File: config.mk
export PLATFORM = sky130hd
export DESIGN_NAME = cie_ctrl
export DESIGN_NICKNAME = d
export VERILOG_FILES = /design/src/include/cie_pkg.sv /design/src/design/cie_ctrl.sv
export SDC_FILE = /design/constraint.sdc
export NUM_CORES = 1
export LEC_CHECK = 0
export ABC_AREA = 1
export BUFFER_PORTS_ARGS = -buffer_cell sky130_fd_sc_hd__buf_2
export CAP_MARGIN = 20
export CORE_ASPECT_RATIO = 1.5
export CORE_UTILIZATION = 32
export DETAILED_ROUTE_END_ITERATION = 12
export GPL_ROUTABILITY_DRIVEN = 0
export GPL_TIMING_DRIVEN = 0
export PLACE_DENSITY = 0.64
export SYNTH_ARGS = -nofsm -noshare
export SYNTH_HDL_FRONTEND = slang
export SYNTH_SLANG_ARGS = --single-unit
File: constraint.sdc
create_clock -name i_clock -period 2.2 [get_ports i_clock]
set_input_delay 0.33 -clock i_clock [delete_from_list [all_inputs] [get_ports i_clock]]
set_output_delay 0.33 -clock i_clock [all_outputs]
set_load 0.02 [all_outputs]
File: src/include/cie_pkg.sv
// package for the interrupt flag / enable / error count block
// assumes one 10 MHz clock and a plain strobe register port
package cie_pkg;

    // ------------------------------------------------------------
    // register map
    // ------------------------------------------------------------
    localparam int          CIE_ADDR_W      = 4;
    localparam logic [3:0]  CIE_OFS_FLAGS   = 4'h0;
    localparam logic [3:0]  CIE_OFS_ENABLES = 4'h1;
    localparam logic [3:0]  CIE_OFS_ERRCNT  = 4'h2;

    // ------------------------------------------------------------
    // field layout
    // ------------------------------------------------------------
    localparam logic [7:0]  CIE_EVENT_MASK  = 8'hEF;
    localparam logic [7:0]  CIE_RESET_LOW   = 8'h00;
    localparam logic [7:0]  CIE_RESET_CNT   = 8'h00;
    localparam int          CIE_BIT_ERROR   = 5;
    localparam int          CIE_BIT_TX_BO   = 5;
    localparam int          CIE_BIT_TX_BP   = 4;
    localparam int          CIE_BIT_RX_BP   = 3;
    localparam int          CIE_BIT_TX_WAR  = 2;
    localparam int          CIE_BIT_RX_WAR  = 1;
    localparam int          CIE_BIT_ANY_WAR = 0;

    // events from the protocol engine, one-cycle pulses
    typedef struct packed {
        logic bad_message;
        logic wakeup;
        logic unused_error;
        logic reserved;
        logic queue_almost_full;
        logic rx_overflow;
        logic rx_buffer;
        logic tx_buffer;
    } cie_events_t;

    // error state levels from the protocol engine
    typedef struct packed {
        logic tx_bus_off;
        logic tx_passive;
        logic rx_passive;
        logic tx_warning;
        logic rx_warning;
    } cie_err_state_t;

endpackage : cie_pkg

File: src/design/cie_ctrl.sv
// interrupt flags, enables and error counters of a CAN controller
// assumes the protocol engine drives event pulses, error levels and counters
//
// Strobed register access and the placing of the registers are this design's own decisions.
`timescale 1ns/1ps

// How it works
// status bit 13 high while transmitter is bus off.
// status bit 12 high while transmitter is error passive.
// status bit 11 high while receiver is error passive.
// status bit 10 high while transmitter is in warning.
// status bit 9 high while receiver is in warning.
// status bit 8 high when either side is in warning.
// error flag bit 5 set when any error state bit 13:8 rises.
// bad message event sets flag bit 7.
// bus wake-up activity sets flag bit 6.
// queue almost full event sets flag bit 3.
// receive overflow sets flag bit 2.
// receive buffer sets bit 1, transmit buffer sets bit 0.
// seven enable bits at same positions, readable and writable, zero at reset.
// bit 4, flag bits 15:14 and enable upper byte read zero.
// transmit error counter reads in bits 15:8 of count register.
// receive error counter reads in bits 7:0 of count register.
// flags stick until written one; a set in the clear cycle wins.
// interrupt high while any flag and its enable are both set.
// error state bits are read-only and follow the live state.
module cie_ctrl
    import cie_pkg::*;
(
    // clock and reset
    input  wire logic                   i_clock,
    input  wire logic                   i_rstn,
    // register port
    input  wire logic [CIE_ADDR_W-1:0]  i_addr,
    input  wire logic [15:0]            i_wdata,
    input  wire logic                   i_wr,
    input  wire logic                   i_rd,
    output logic      [15:0]            o_rdata,
    // protocol engine side
    input  wire cie_pkg::cie_events_t   i_events,
    input  wire cie_pkg::cie_err_state_t i_err_state,
    input  wire logic [7:0]             i_tx_error_counter,
    input  wire logic [7:0]             i_rx_error_counter,
    // interrupt
    output logic                        o_irq
);
    import cie_pkg::*;

    // ------------------------------------------------------------
    // register decode
    // ------------------------------------------------------------
    logic wr_flags_hit;
    logic wr_enables_hit;

    // one strobe qualified by one register index, shared by logic and checks
    function automatic logic reg_hit
    (
        input logic                  strobe,
        input logic [CIE_ADDR_W-1:0] addr,
        input logic [3:0]            ofs
    );
        return strobe && (addr == ofs);
    endfunction : reg_hit

    assign wr_flags_hit   = reg_hit(i_wr, i_addr, CIE_OFS_FLAGS);
    assign wr_enables_hit = reg_hit(i_wr, i_addr, CIE_OFS_ENABLES);

    // ------------------------------------------------------------
    // live error state
    // ------------------------------------------------------------
    logic [5:0] err_bits;
    logic [5:0] err_bits_r;
    logic [7:0] tx_cnt_r;
    logic [7:0] rx_cnt_r;

    always_comb
    begin
        err_bits[CIE_BIT_TX_BO]   = i_err_state.tx_bus_off;
        err_bits[CIE_BIT_TX_BP]   = i_err_state.tx_passive;
        err_bits[CIE_BIT_RX_BP]   = i_err_state.rx_passive;
        err_bits[CIE_BIT_TX_WAR]  = i_err_state.tx_warning;
        err_bits[CIE_BIT_RX_WAR]  = i_err_state.rx_warning;
        err_bits[CIE_BIT_ANY_WAR] = i_err_state.tx_warning
                                  | i_err_state.rx_warning;
    end

    // registered so the read value and the error edge see the same sample
    always_ff @(posedge i_clock)
    begin
        if (!i_rstn)
        begin
            err_bits_r <= 6'h00;
        end
        else
        begin
            err_bits_r <= err_bits;
        end
    end

    always_ff @(posedge i_clock)
    begin
        if (!i_rstn)
        begin
            tx_cnt_r <= CIE_RESET_CNT;
            rx_cnt_r <= CIE_RESET_CNT;
        end
        else
        begin
            tx_cnt_r <= i_tx_error_counter;
            rx_cnt_r <= i_rx_error_counter;
        end
    end

    // ------------------------------------------------------------
    // sticky flags
    // ------------------------------------------------------------
    logic [7:0] flags_r;
    logic [7:0] flags_nxt;
    logic [7:0] set_vec;
    logic [7:0] clr_vec;
    logic       err_rise;

    // error flag fires on any newly entered error state, not on a held one
    assign err_rise = |(err_bits & ~err_bits_r);

    always_comb
    begin
        set_vec = i_events;
        set_vec[CIE_BIT_ERROR] = err_rise;
        set_vec = set_vec & CIE_EVENT_MASK;
        clr_vec = wr_flags_hit ? i_wdata[7:0] : 8'h00;
        flags_nxt = ((flags_r & ~clr_vec) | set_vec) & CIE_EVENT_MASK;
    end

    always_ff @(posedge i_clock)
    begin
        if (!i_rstn)
        begin
            flags_r <= CIE_RESET_LOW;
        end
        else
        begin
            flags_r <= flags_nxt;
        end
    end

    // ------------------------------------------------------------
    // enables
    // ------------------------------------------------------------
    logic [7:0] enables_r;

    always_ff @(posedge i_clock)
    begin
        if (!i_rstn)
        begin
            enables_r <= CIE_RESET_LOW;
        end
        else if (wr_enables_hit)
        begin
            enables_r <= i_wdata[7:0] & CIE_EVENT_MASK;
        end
    end

    // ------------------------------------------------------------
    // interrupt and read port
    // ------------------------------------------------------------
    assign o_irq = |(flags_r & enables_r);

    always_ff @(posedge i_clock)
    begin
        if (!i_rstn)
        begin
            o_rdata <= 16'h0000;
        end
        else if (i_rd)
        begin
            unique case (i_addr)
                CIE_OFS_FLAGS:   o_rdata <= {2'h0, err_bits_r, flags_r};
                CIE_OFS_ENABLES: o_rdata <= {8'h00, enables_r};
                CIE_OFS_ERRCNT:  o_rdata <= {tx_cnt_r, rx_cnt_r};
                default:         o_rdata <= 16'h0000;
            endcase
        end
        else
        begin
            o_rdata <= 16'h0000;
        end
    end

    // ------------------------------------------------------------
    // checks
    // ------------------------------------------------------------
    a_irq_follows_flags: assert property (@(posedge i_clock) disable iff (!i_rstn)
        $rose(o_irq) |-> ($past(set_vec) != 8'h00) || $past(wr_enables_hit))
        else $error("irq rose with no flag event or enable write");

    a_flag_set_wins: assert property (@(posedge i_clock) disable iff (!i_rstn)
        i_events.tx_buffer |=> flags_r[0])
        else $error("tx buffer flag lost");

    a_flag_sticks: assert property (@(posedge i_clock) disable iff (!i_rstn)
        (flags_r[1] && !(i_wr && i_addr == CIE_OFS_FLAGS && i_wdata[1])) |=> flags_r[1])
        else $error("rx buffer flag dropped without clear");

    a_bus_off_live: assert property (@(posedge i_clock) disable iff (!i_rstn)
        i_err_state.tx_bus_off |=> err_bits_r[CIE_BIT_TX_BO])
        else $error("bus off status not shown");

    a_warn_combined: assert property (@(posedge i_clock) disable iff (!i_rstn)
        $past(i_rstn) |-> err_bits_r[CIE_BIT_ANY_WAR]
            == ($past(i_err_state.tx_warning) | $past(i_err_state.rx_warning)))
        else $error("combined warning wrong");

    a_error_flag_rise: assert property (@(posedge i_clock) disable iff (!i_rstn)
        (i_err_state.rx_passive && !err_bits_r[CIE_BIT_RX_BP]) |=> flags_r[CIE_BIT_ERROR])
        else $error("error flag not raised");

    a_bit4_zero: assert property (@(posedge i_clock) disable iff (!i_rstn)
        !flags_r[4] && !enables_r[4])
        else $error("bit 4 set");

    a_count_read: assert property (@(posedge i_clock) disable iff (!i_rstn)
        (i_rd && i_addr == CIE_OFS_ERRCNT) |=> o_rdata == {$past(tx_cnt_r), $past(rx_cnt_r)})
        else $error("error count read wrong");

    a_enable_reset: assert property (@(posedge i_clock)
        !i_rstn |=> enables_r == CIE_RESET_LOW)
        else $error("enables not cleared by reset");

    a_count_reset: assert property (@(posedge i_clock)
        !i_rstn |=> (tx_cnt_r == CIE_RESET_CNT) && (rx_cnt_r == CIE_RESET_CNT))
        else $error("error counts not cleared by reset");

    a_flags_reset: assert property (@(posedge i_clock)
        !i_rstn |=> (flags_r == CIE_RESET_LOW) && (o_rdata == 16'h0000))
        else $error("flags or read data not cleared by reset");

    // error state follows the engine one sample late, never latched
    a_tx_passive_live: assert property (@(posedge i_clock) disable iff (!i_rstn)
        $past(i_rstn) |-> err_bits_r[CIE_BIT_TX_BP] == $past(i_err_state.tx_passive))
        else $error("tx passive status wrong");

    a_rx_passive_live: assert property (@(posedge i_clock) disable iff (!i_rstn)
        $past(i_rstn) |-> err_bits_r[CIE_BIT_RX_BP] == $past(i_err_state.rx_passive))
        else $error("rx passive status wrong");

    a_tx_warn_live: assert property (@(posedge i_clock) disable iff (!i_rstn)
        $past(i_rstn) |-> err_bits_r[CIE_BIT_TX_WAR] == $past(i_err_state.tx_warning))
        else $error("tx warning status wrong");

    a_rx_warn_live: assert property (@(posedge i_clock) disable iff (!i_rstn)
        $past(i_rstn) |-> err_bits_r[CIE_BIT_RX_WAR] == $past(i_err_state.rx_warning))
        else $error("rx warning status wrong");

    a_bus_off_drop: assert property (@(posedge i_clock) disable iff (!i_rstn)
        !i_err_state.tx_bus_off |=> !err_bits_r[CIE_BIT_TX_BO])
        else $error("bus off status latched");

    // event flags
    a_bad_msg_flag: assert property (@(posedge i_clock) disable iff (!i_rstn)
        i_events.bad_message |=> flags_r[7])
        else $error("bad message flag not set");

    a_wakeup_flag: assert property (@(posedge i_clock) disable iff (!i_rstn)
        i_events.wakeup |=> flags_r[6])
        else $error("wake-up flag not set");

    a_queue_flag: assert property (@(posedge i_clock) disable iff (!i_rstn)
        i_events.queue_almost_full |=> flags_r[3])
        else $error("queue almost full flag not set");

    a_overflow_flag: assert property (@(posedge i_clock) disable iff (!i_rstn)
        i_events.rx_overflow |=> flags_r[2])
        else $error("rx overflow flag not set");

    a_rx_buf_flag: assert property (@(posedge i_clock) disable iff (!i_rstn)
        i_events.rx_buffer |=> flags_r[1])
        else $error("rx buffer flag not set");

    a_error_flag_cause: assert property (@(posedge i_clock) disable iff (!i_rstn)
        $rose(flags_r[CIE_BIT_ERROR]) |-> $past(err_rise))
        else $error("error flag set with no new error state");

    // a stray pulse on the error slot must not fake an error state
    a_event_bit5_ignored: assert property (@(posedge i_clock) disable iff (!i_rstn)
        (i_events.unused_error && !err_rise && !flags_r[CIE_BIT_ERROR])
            |=> !flags_r[CIE_BIT_ERROR])
        else $error("error flag set by event pulse");

    a_flag_clear: assert property (@(posedge i_clock) disable iff (!i_rstn)
        (wr_flags_hit && i_wdata[0] && !i_events.tx_buffer) |=> !flags_r[0])
        else $error("tx buffer flag not cleared");

    a_flag_no_phantom: assert property (@(posedge i_clock) disable iff (!i_rstn)
        (!flags_r[2] && !i_events.rx_overflow) |=> !flags_r[2])
        else $error("rx overflow flag set with no event");

    // enables
    a_enable_write: assert property (@(posedge i_clock) disable iff (!i_rstn)
        wr_enables_hit |=> {8'h00, enables_r} == ({8'h00, CIE_EVENT_MASK} & $past(i_wdata)))
        else $error("enable write not taken");

    a_enable_hold: assert property (@(posedge i_clock) disable iff (!i_rstn)
        !wr_enables_hit |=> $stable(enables_r))
        else $error("enables changed without write");

    // read port answers one cycle late, so the checks look one sample back
    a_flag_top_zero: assert property (@(posedge i_clock) disable iff (!i_rstn)
        reg_hit(i_rd, i_addr, CIE_OFS_FLAGS) |=> (o_rdata[15:14] == 2'h0) && !o_rdata[4])
        else $error("flag register reserved bits set");

    a_enable_upper_zero: assert property (@(posedge i_clock) disable iff (!i_rstn)
        reg_hit(i_rd, i_addr, CIE_OFS_ENABLES) |=> (o_rdata[15:8] == 8'h00) && !o_rdata[4])
        else $error("enable register reserved bits set");

    a_unmapped_zero: assert property (@(posedge i_clock) disable iff (!i_rstn)
        (i_rd && (i_addr > CIE_OFS_ERRCNT)) |=> o_rdata == 16'h0000)
        else $error("unmapped read not zero");

    a_idle_read_zero: assert property (@(posedge i_clock) disable iff (!i_rstn)
        !i_rd |=> o_rdata == 16'h0000)
        else $error("read data without read strobe");

    a_flags_read: assert property (@(posedge i_clock) disable iff (!i_rstn)
        reg_hit(i_rd, i_addr, CIE_OFS_FLAGS) |=> o_rdata[7:0] == $past(flags_r))
        else $error("flag read wrong");

    a_state_read: assert property (@(posedge i_clock) disable iff (!i_rstn)
        reg_hit(i_rd, i_addr, CIE_OFS_FLAGS) |=> o_rdata[13:8] == $past(err_bits_r))
        else $error("error state read wrong");

    a_enables_read: assert property (@(posedge i_clock) disable iff (!i_rstn)
        reg_hit(i_rd, i_addr, CIE_OFS_ENABLES) |=> o_rdata[7:0] == $past(enables_r))
        else $error("enable read wrong");

    a_tx_count_read: assert property (@(posedge i_clock) disable iff (!i_rstn)
        (reg_hit(i_rd, i_addr, CIE_OFS_ERRCNT) && $past(i_rstn))
            |=> o_rdata[15:8] == $past(i_tx_error_counter, 2))
        else $error("tx error count read wrong");

    a_rx_count_read: assert property (@(posedge i_clock) disable iff (!i_rstn)
        (reg_hit(i_rd, i_addr, CIE_OFS_ERRCNT) && $past(i_rstn))
            |=> o_rdata[7:0] == $past(i_rx_error_counter, 2))
        else $error("rx error count read wrong");

    // interrupt
    a_irq_event_path: assert property (@(posedge i_clock) disable iff (!i_rstn)
        (i_events.tx_buffer && enables_r[0] && !wr_enables_hit) |=> o_irq)
        else $error("enabled event gave no interrupt");

    a_irq_drop: assert property (@(posedge i_clock) disable iff (!i_rstn)
        (wr_enables_hit && (i_wdata[7:0] == 8'h00)) |=> !o_irq)
        else $error("interrupt with all enables off");

endmodule : cie_ctrl

# [Word level (Yosys, flattened, before mapping)]
# Index checks and enable logic that the tools add are counted.
[word_totals] ff_bits=53 word_cells=24
[op_classes] eq_ne=2 mux=2 n_bitwise=7 reduce_logical=6
[op_table] operator="case mux 16 bit (3 select lines)" n=1
[op_table] operator="AND 8 bit" n=2
[op_table] operator="2-to-1 mux 8 bit" n=1
[op_table] operator="inverter 8 bit" n=1
[op_table] operator="OR 8 bit" n=1
[op_table] operator="OR reduction 8 bit" n=1
[op_table] operator="AND 6 bit" n=1
[op_table] operator="inverter 6 bit" n=1
[op_table] operator="OR reduction 6 bit" n=1
[op_table] operator="equality test 4 x 1 -> 1 bit (second input constant)" n=1
[op_table] operator="equality test 4 x 2 -> 1 bit (second input constant)" n=1
[op_table] operator="zero test 4 bit" n=1
[op_table] operator="logical AND 1 bit" n=2
[op_table] operator="AND reduction 2 bit" n=1
[op_table] operator="OR 1 bit" n=1

# [Logic depth before layout (Yosys ltp)]
[depth] ltp_word=6 mapped_depth=7 ltp_nobuf=7

# [Least setup slack after synthesis]
# Ideal clock, no wire load.
[synth_path] path_kind="reg2out" startpoint="register enables_r[3]" endpoint="output o_irq" arrival_ns=0.714 slack_ns=1.156 path_stages_with_launch=5 cell_sequence="dfxtp_1 -> inv_1 -> o21ai_0 -> nor2_1 -> nand2_1"
[synth_via] elab_chain_cells=2
[synth_lines] element="start: declaration" line_no="cie_ctrl.sv:150" source="logic [7:0] enables_r;"
[synth_lines] element="start signal: assignment" line_no="cie_ctrl.sv:160" source="enables_r <= i_wdata[7:0] & CIE_EVENT_MASK;"
[synth_lines] element="AND 8 bit" line_no="cie_ctrl.sv:167" source="assign o_irq = |(flags_r & enables_r);"
[synth_lines] element="OR reduction 8 bit" line_no="cie_ctrl.sv:167"
[synth_lines] element="end: declaration" line_no="cie_ctrl.sv:45" source="output logic o_irq"
# Every way passes these cells.

# [Worst setup path in the final report]
[layout_path] startpoint="register enables_r[6]" endpoint="output o_irq"
# The elaborated chain is that of the path after synthesis.

==> results by group <==
Yosys
  • Average instance area after synthesis: 7.90 sq um
  • Synth Cell Area: 2000 sq um
  • Synth unique cells: 23
  • FF+latch count, synth: 52
  • Sequential share of the synthesized area: between 50% and 60%
  • Mapped Cells: 253
  • YS warnings: 0
  • Synthesized net count: 306

STA
  • Minimum clock period: 1.50 ns
  • Setup TNS: 0 ns
  • Setup Skew: 0.00596 ns
  • Max-slew violations: 0
  • Setup violators final: 0
  • Unrepaired setup endpoints after global routing: false
  • Worst-Margin Slew: 0.518 ns
  • Slew headroom: about two thirds
  • Max Clk Rate: 665 MHz
  • Crit share post-route: about 68%
  • Final hold vios: 0

Power
  • Net switching power: 0.000407 W
  • Sequential share of power: 59.6%
  • Overall power: 0.00167 W
  • Net Sw Frac: 24.5%
  • Combinational power share: 9.9%
  • Worst VDD drop: 0.426 mV
  • Power Density: about 680 nW/um^2
  • Internal Power: 0.00126 W
  • Leakage power: 1.27 nW
  • Clk network pwr share: 30.5%

Cells and area
  • Final Non-Filler Cells: roughly 400
  • Area Growth Syn to Fin: 22.7%
  • N_diodes: 0
  • Commonest non-fill, non-tap cell in the layout: buf_2
  • Final nets: 370
  • Most frequent cells in the layout: buf_2 (61), dfxtp_1 (52), nand2_1 (48)
  • Fraction of layout cells with a size suffix above 1: a little over a quarter

Clock network
  • Clk pin slew, worst setup/hold paths: 0.09 ns
  • CTS tree: done
  • CTS H-tree depth: 2
  • Root Buffer: clkbuf_8
  • Setup Buffers After CTS: 0
  • Clock sinks: 52
  • Clk_lat worst skew: 0.30 ns
  • Clk buf depth: 2
  • CTS resizes: 0
  • Hold_buf cts: 0
  • TritonCTS buffer count: 5

Min path
  • Min-delay src: i_tx_error_counter[7]
  • Worst Hold Class: in -> reg
  • Hold Path Depth: 3
  • WHS Endpoint: tx_cnt_r[7]

Floorplanning
  • Die H: 98.8 microns
  • Initial Util: 33.8%
  • Core area: about 5900 sq um
  • Row Count: 34
  • Boundary Pins: 70
  • Die footprint: roughly 6600 sq um
  • Width of the die: 66.5 microns

Global routing
  • Vias in the first global route: around 1700
  • First-pass GRT wire length: 7.45 mm
  • Pin count of the biggest net entering global routing: 15
  • GRT Resource Usage Total: around 15%
  • Antenna violations before repair: 0
  • Total grt overflow: 0

Critical path
  • WP buf/inv: 2
  • Startpoint types: flop
  • R2R cell count: 7
  • CP cell instances: inv_1 > o21ai_0 > a21oi_1 > nand2_1 > buf_2
  • Top delay family on crit path: flip-flops
  • Crit Path Class: reg -> out
  • Data required, critical path: 1.87 ns
  • CP peak stage delay: roughly 0.35 ns
  • R2R Path Start: err_bits_r[3]
  • Crit path max fanout: 2
  • Crit end category: primary output
  • Slowest cell on the critical path: dfxtp_1
  • Reg2reg end: flags_r[5]
  • Reg2Reg Setup Slack: 1.35 ns
  • WP data arrival: 1.17 ns

Route
  • DRT Pass-1 Iters: 4
  • DR vias: 1776
  • DRC: 0
  • Top sig layer: met4
  • Met3 Routed Length: approximately 180 microns
  • WL final: roughly 4.5 mm
  • DRT iter0 DRCs: 38
  • Metal2 WL: around 2.5 mm
  • Routed wire per std cell: 11.5 microns
  • Met1 wire length: 1.66 mm
  • Vias per inst: ~4.6
  • Post-DRT Antenna Nets: 0

Placement
  • Placed cells: 382
  • Dpl hpwl: about 3.6 mm
  • Port bufs: 57

Run status
  • Run status: finished clean

Run
  • Max-cap viol count: 0
-- flip-flops by register name, indices dropped and copies added (netlist names) --
| register | cells |
|---|---|
| tx_cnt_r | 8 |
| o_rdata | 16 |
| rx_cnt_r | 8 |
| enables_r | 7 |
| err_bits_r | 6 |
| flags_r | 7 |
-- area by class of cell --
| cell class | count | area (sq um) |
|---|---|---|
| Timing Repair Buffer | 57 | 285 |
| Inverter | 49 | 184 |
| Clock buffer | 6 | 72.6 |
| Tap cell | 72 | 90.1 |
| Fill cell | 623 | 3460 |
| Multi-Input combinational cell | 141 | 702 |
| Sequential cell | 52 | 1040 |
| Clock inverter | 1 | 5.00 |
| Buffer | 11 | 72.6 |
-- worst reg2reg max path, delay by kind of cell, from the launching register on --
family          cells  cell delay, ns
simple gates        4            0.25
compound gates      1            0.07
buf+inv             2            0.09
flops               1            0.34
-- cells in the mapped netlist --
cell type | count | area (sq um)
o211ai_1 | 3 | 22.5
nand3_4 | 1 | 17.5
clkinv_1 | 1 | 3.75
o21ai_1 | 2 | 10.0
nand3_1 | 31 | 155
a21oi_2 | 1 | 8.76
nand2_1 | 48 | 180
nor2_4 | 3 | 33.8
buf_6 | 2 | 22.5
nand4_1 | 7 | 43.8
buf_1 | 1 | 3.75
o21ai_0 | 7 | 35.0
buf_2 | 4 | 20.0
nor2_1 | 12 | 45.0
nand3_2 | 3 | 30.0
inv_1 | 46 | 173
inv_2 | 2 | 7.51
o21ai_2 | 1 | 8.76
a21oi_1 | 21 | 105
dfxtp_1 | 52 | 1040
buf_4 | 3 | 22.5
clkbuf_1 | 1 | 3.75
nor2_2 | 1 | 6.26
-- per-layer routing --
layer / GRT usage (%) / vias to the layer above
li1: - / 919
met1: 14.9 / 806
met2: 29.1 / 42
met3: 3.24 / 9
met4: 6.87 / 0
met5: 0 / -
-- worst max-delay path by stage --
stage	start	to	depth (start not counted)
2_1_floorplan	enables_r[3]	o_irq	4
3_3_place_gp	i_rstn	o_rdata[3]	5
3_5_place_dp	i_rstn	o_rdata[3]	5
4_1_cts	enables_r[6]	o_irq	5
5_1_grt	enables_r[6]	o_irq	5
6_report	enables_r[6]	o_irq	5
-- through the flow --
step | hold slack [ns] | utilization [%] | setup slack, ns | instance area, sq um
after floorplan | 0.410 | - | 1.16 | 2000
after global placement | 0.414 | 40.2 | 0.859 | 2370
after detailed placement | 0.414 | 40.2 | 0.857 | 2370
after CTS | 0.199 | 41.5 | 0.676 | 2450
after global routing | 0.208 | 41.5 | 0.563 | 2450
final | 0.205 | 41.5 | 0.695 | 2450
-- cells by family after synthesis --
family | after synthesis | synth area share (%)
DFF | 52 | 52.1
buffers and inverters | 60 | 12.8
AOI/OAI and AO/OA | 35 | 9.51
and+or+nand+nor | 106 | 25.6
-- power groups by stage --
stage                     clock, W  combinational, W  sequential [W]
after global routing      0.000561          0.000188        0.000998
after floorplan                  0         0.0000923         0.00101
after global placement           0          0.000166         0.00102
after CTS                 0.000526          0.000168        0.000994
after detailed placement         0          0.000168         0.00102
final                     0.000507          0.000166        0.000993
Power figures use the tool's default switching activity.
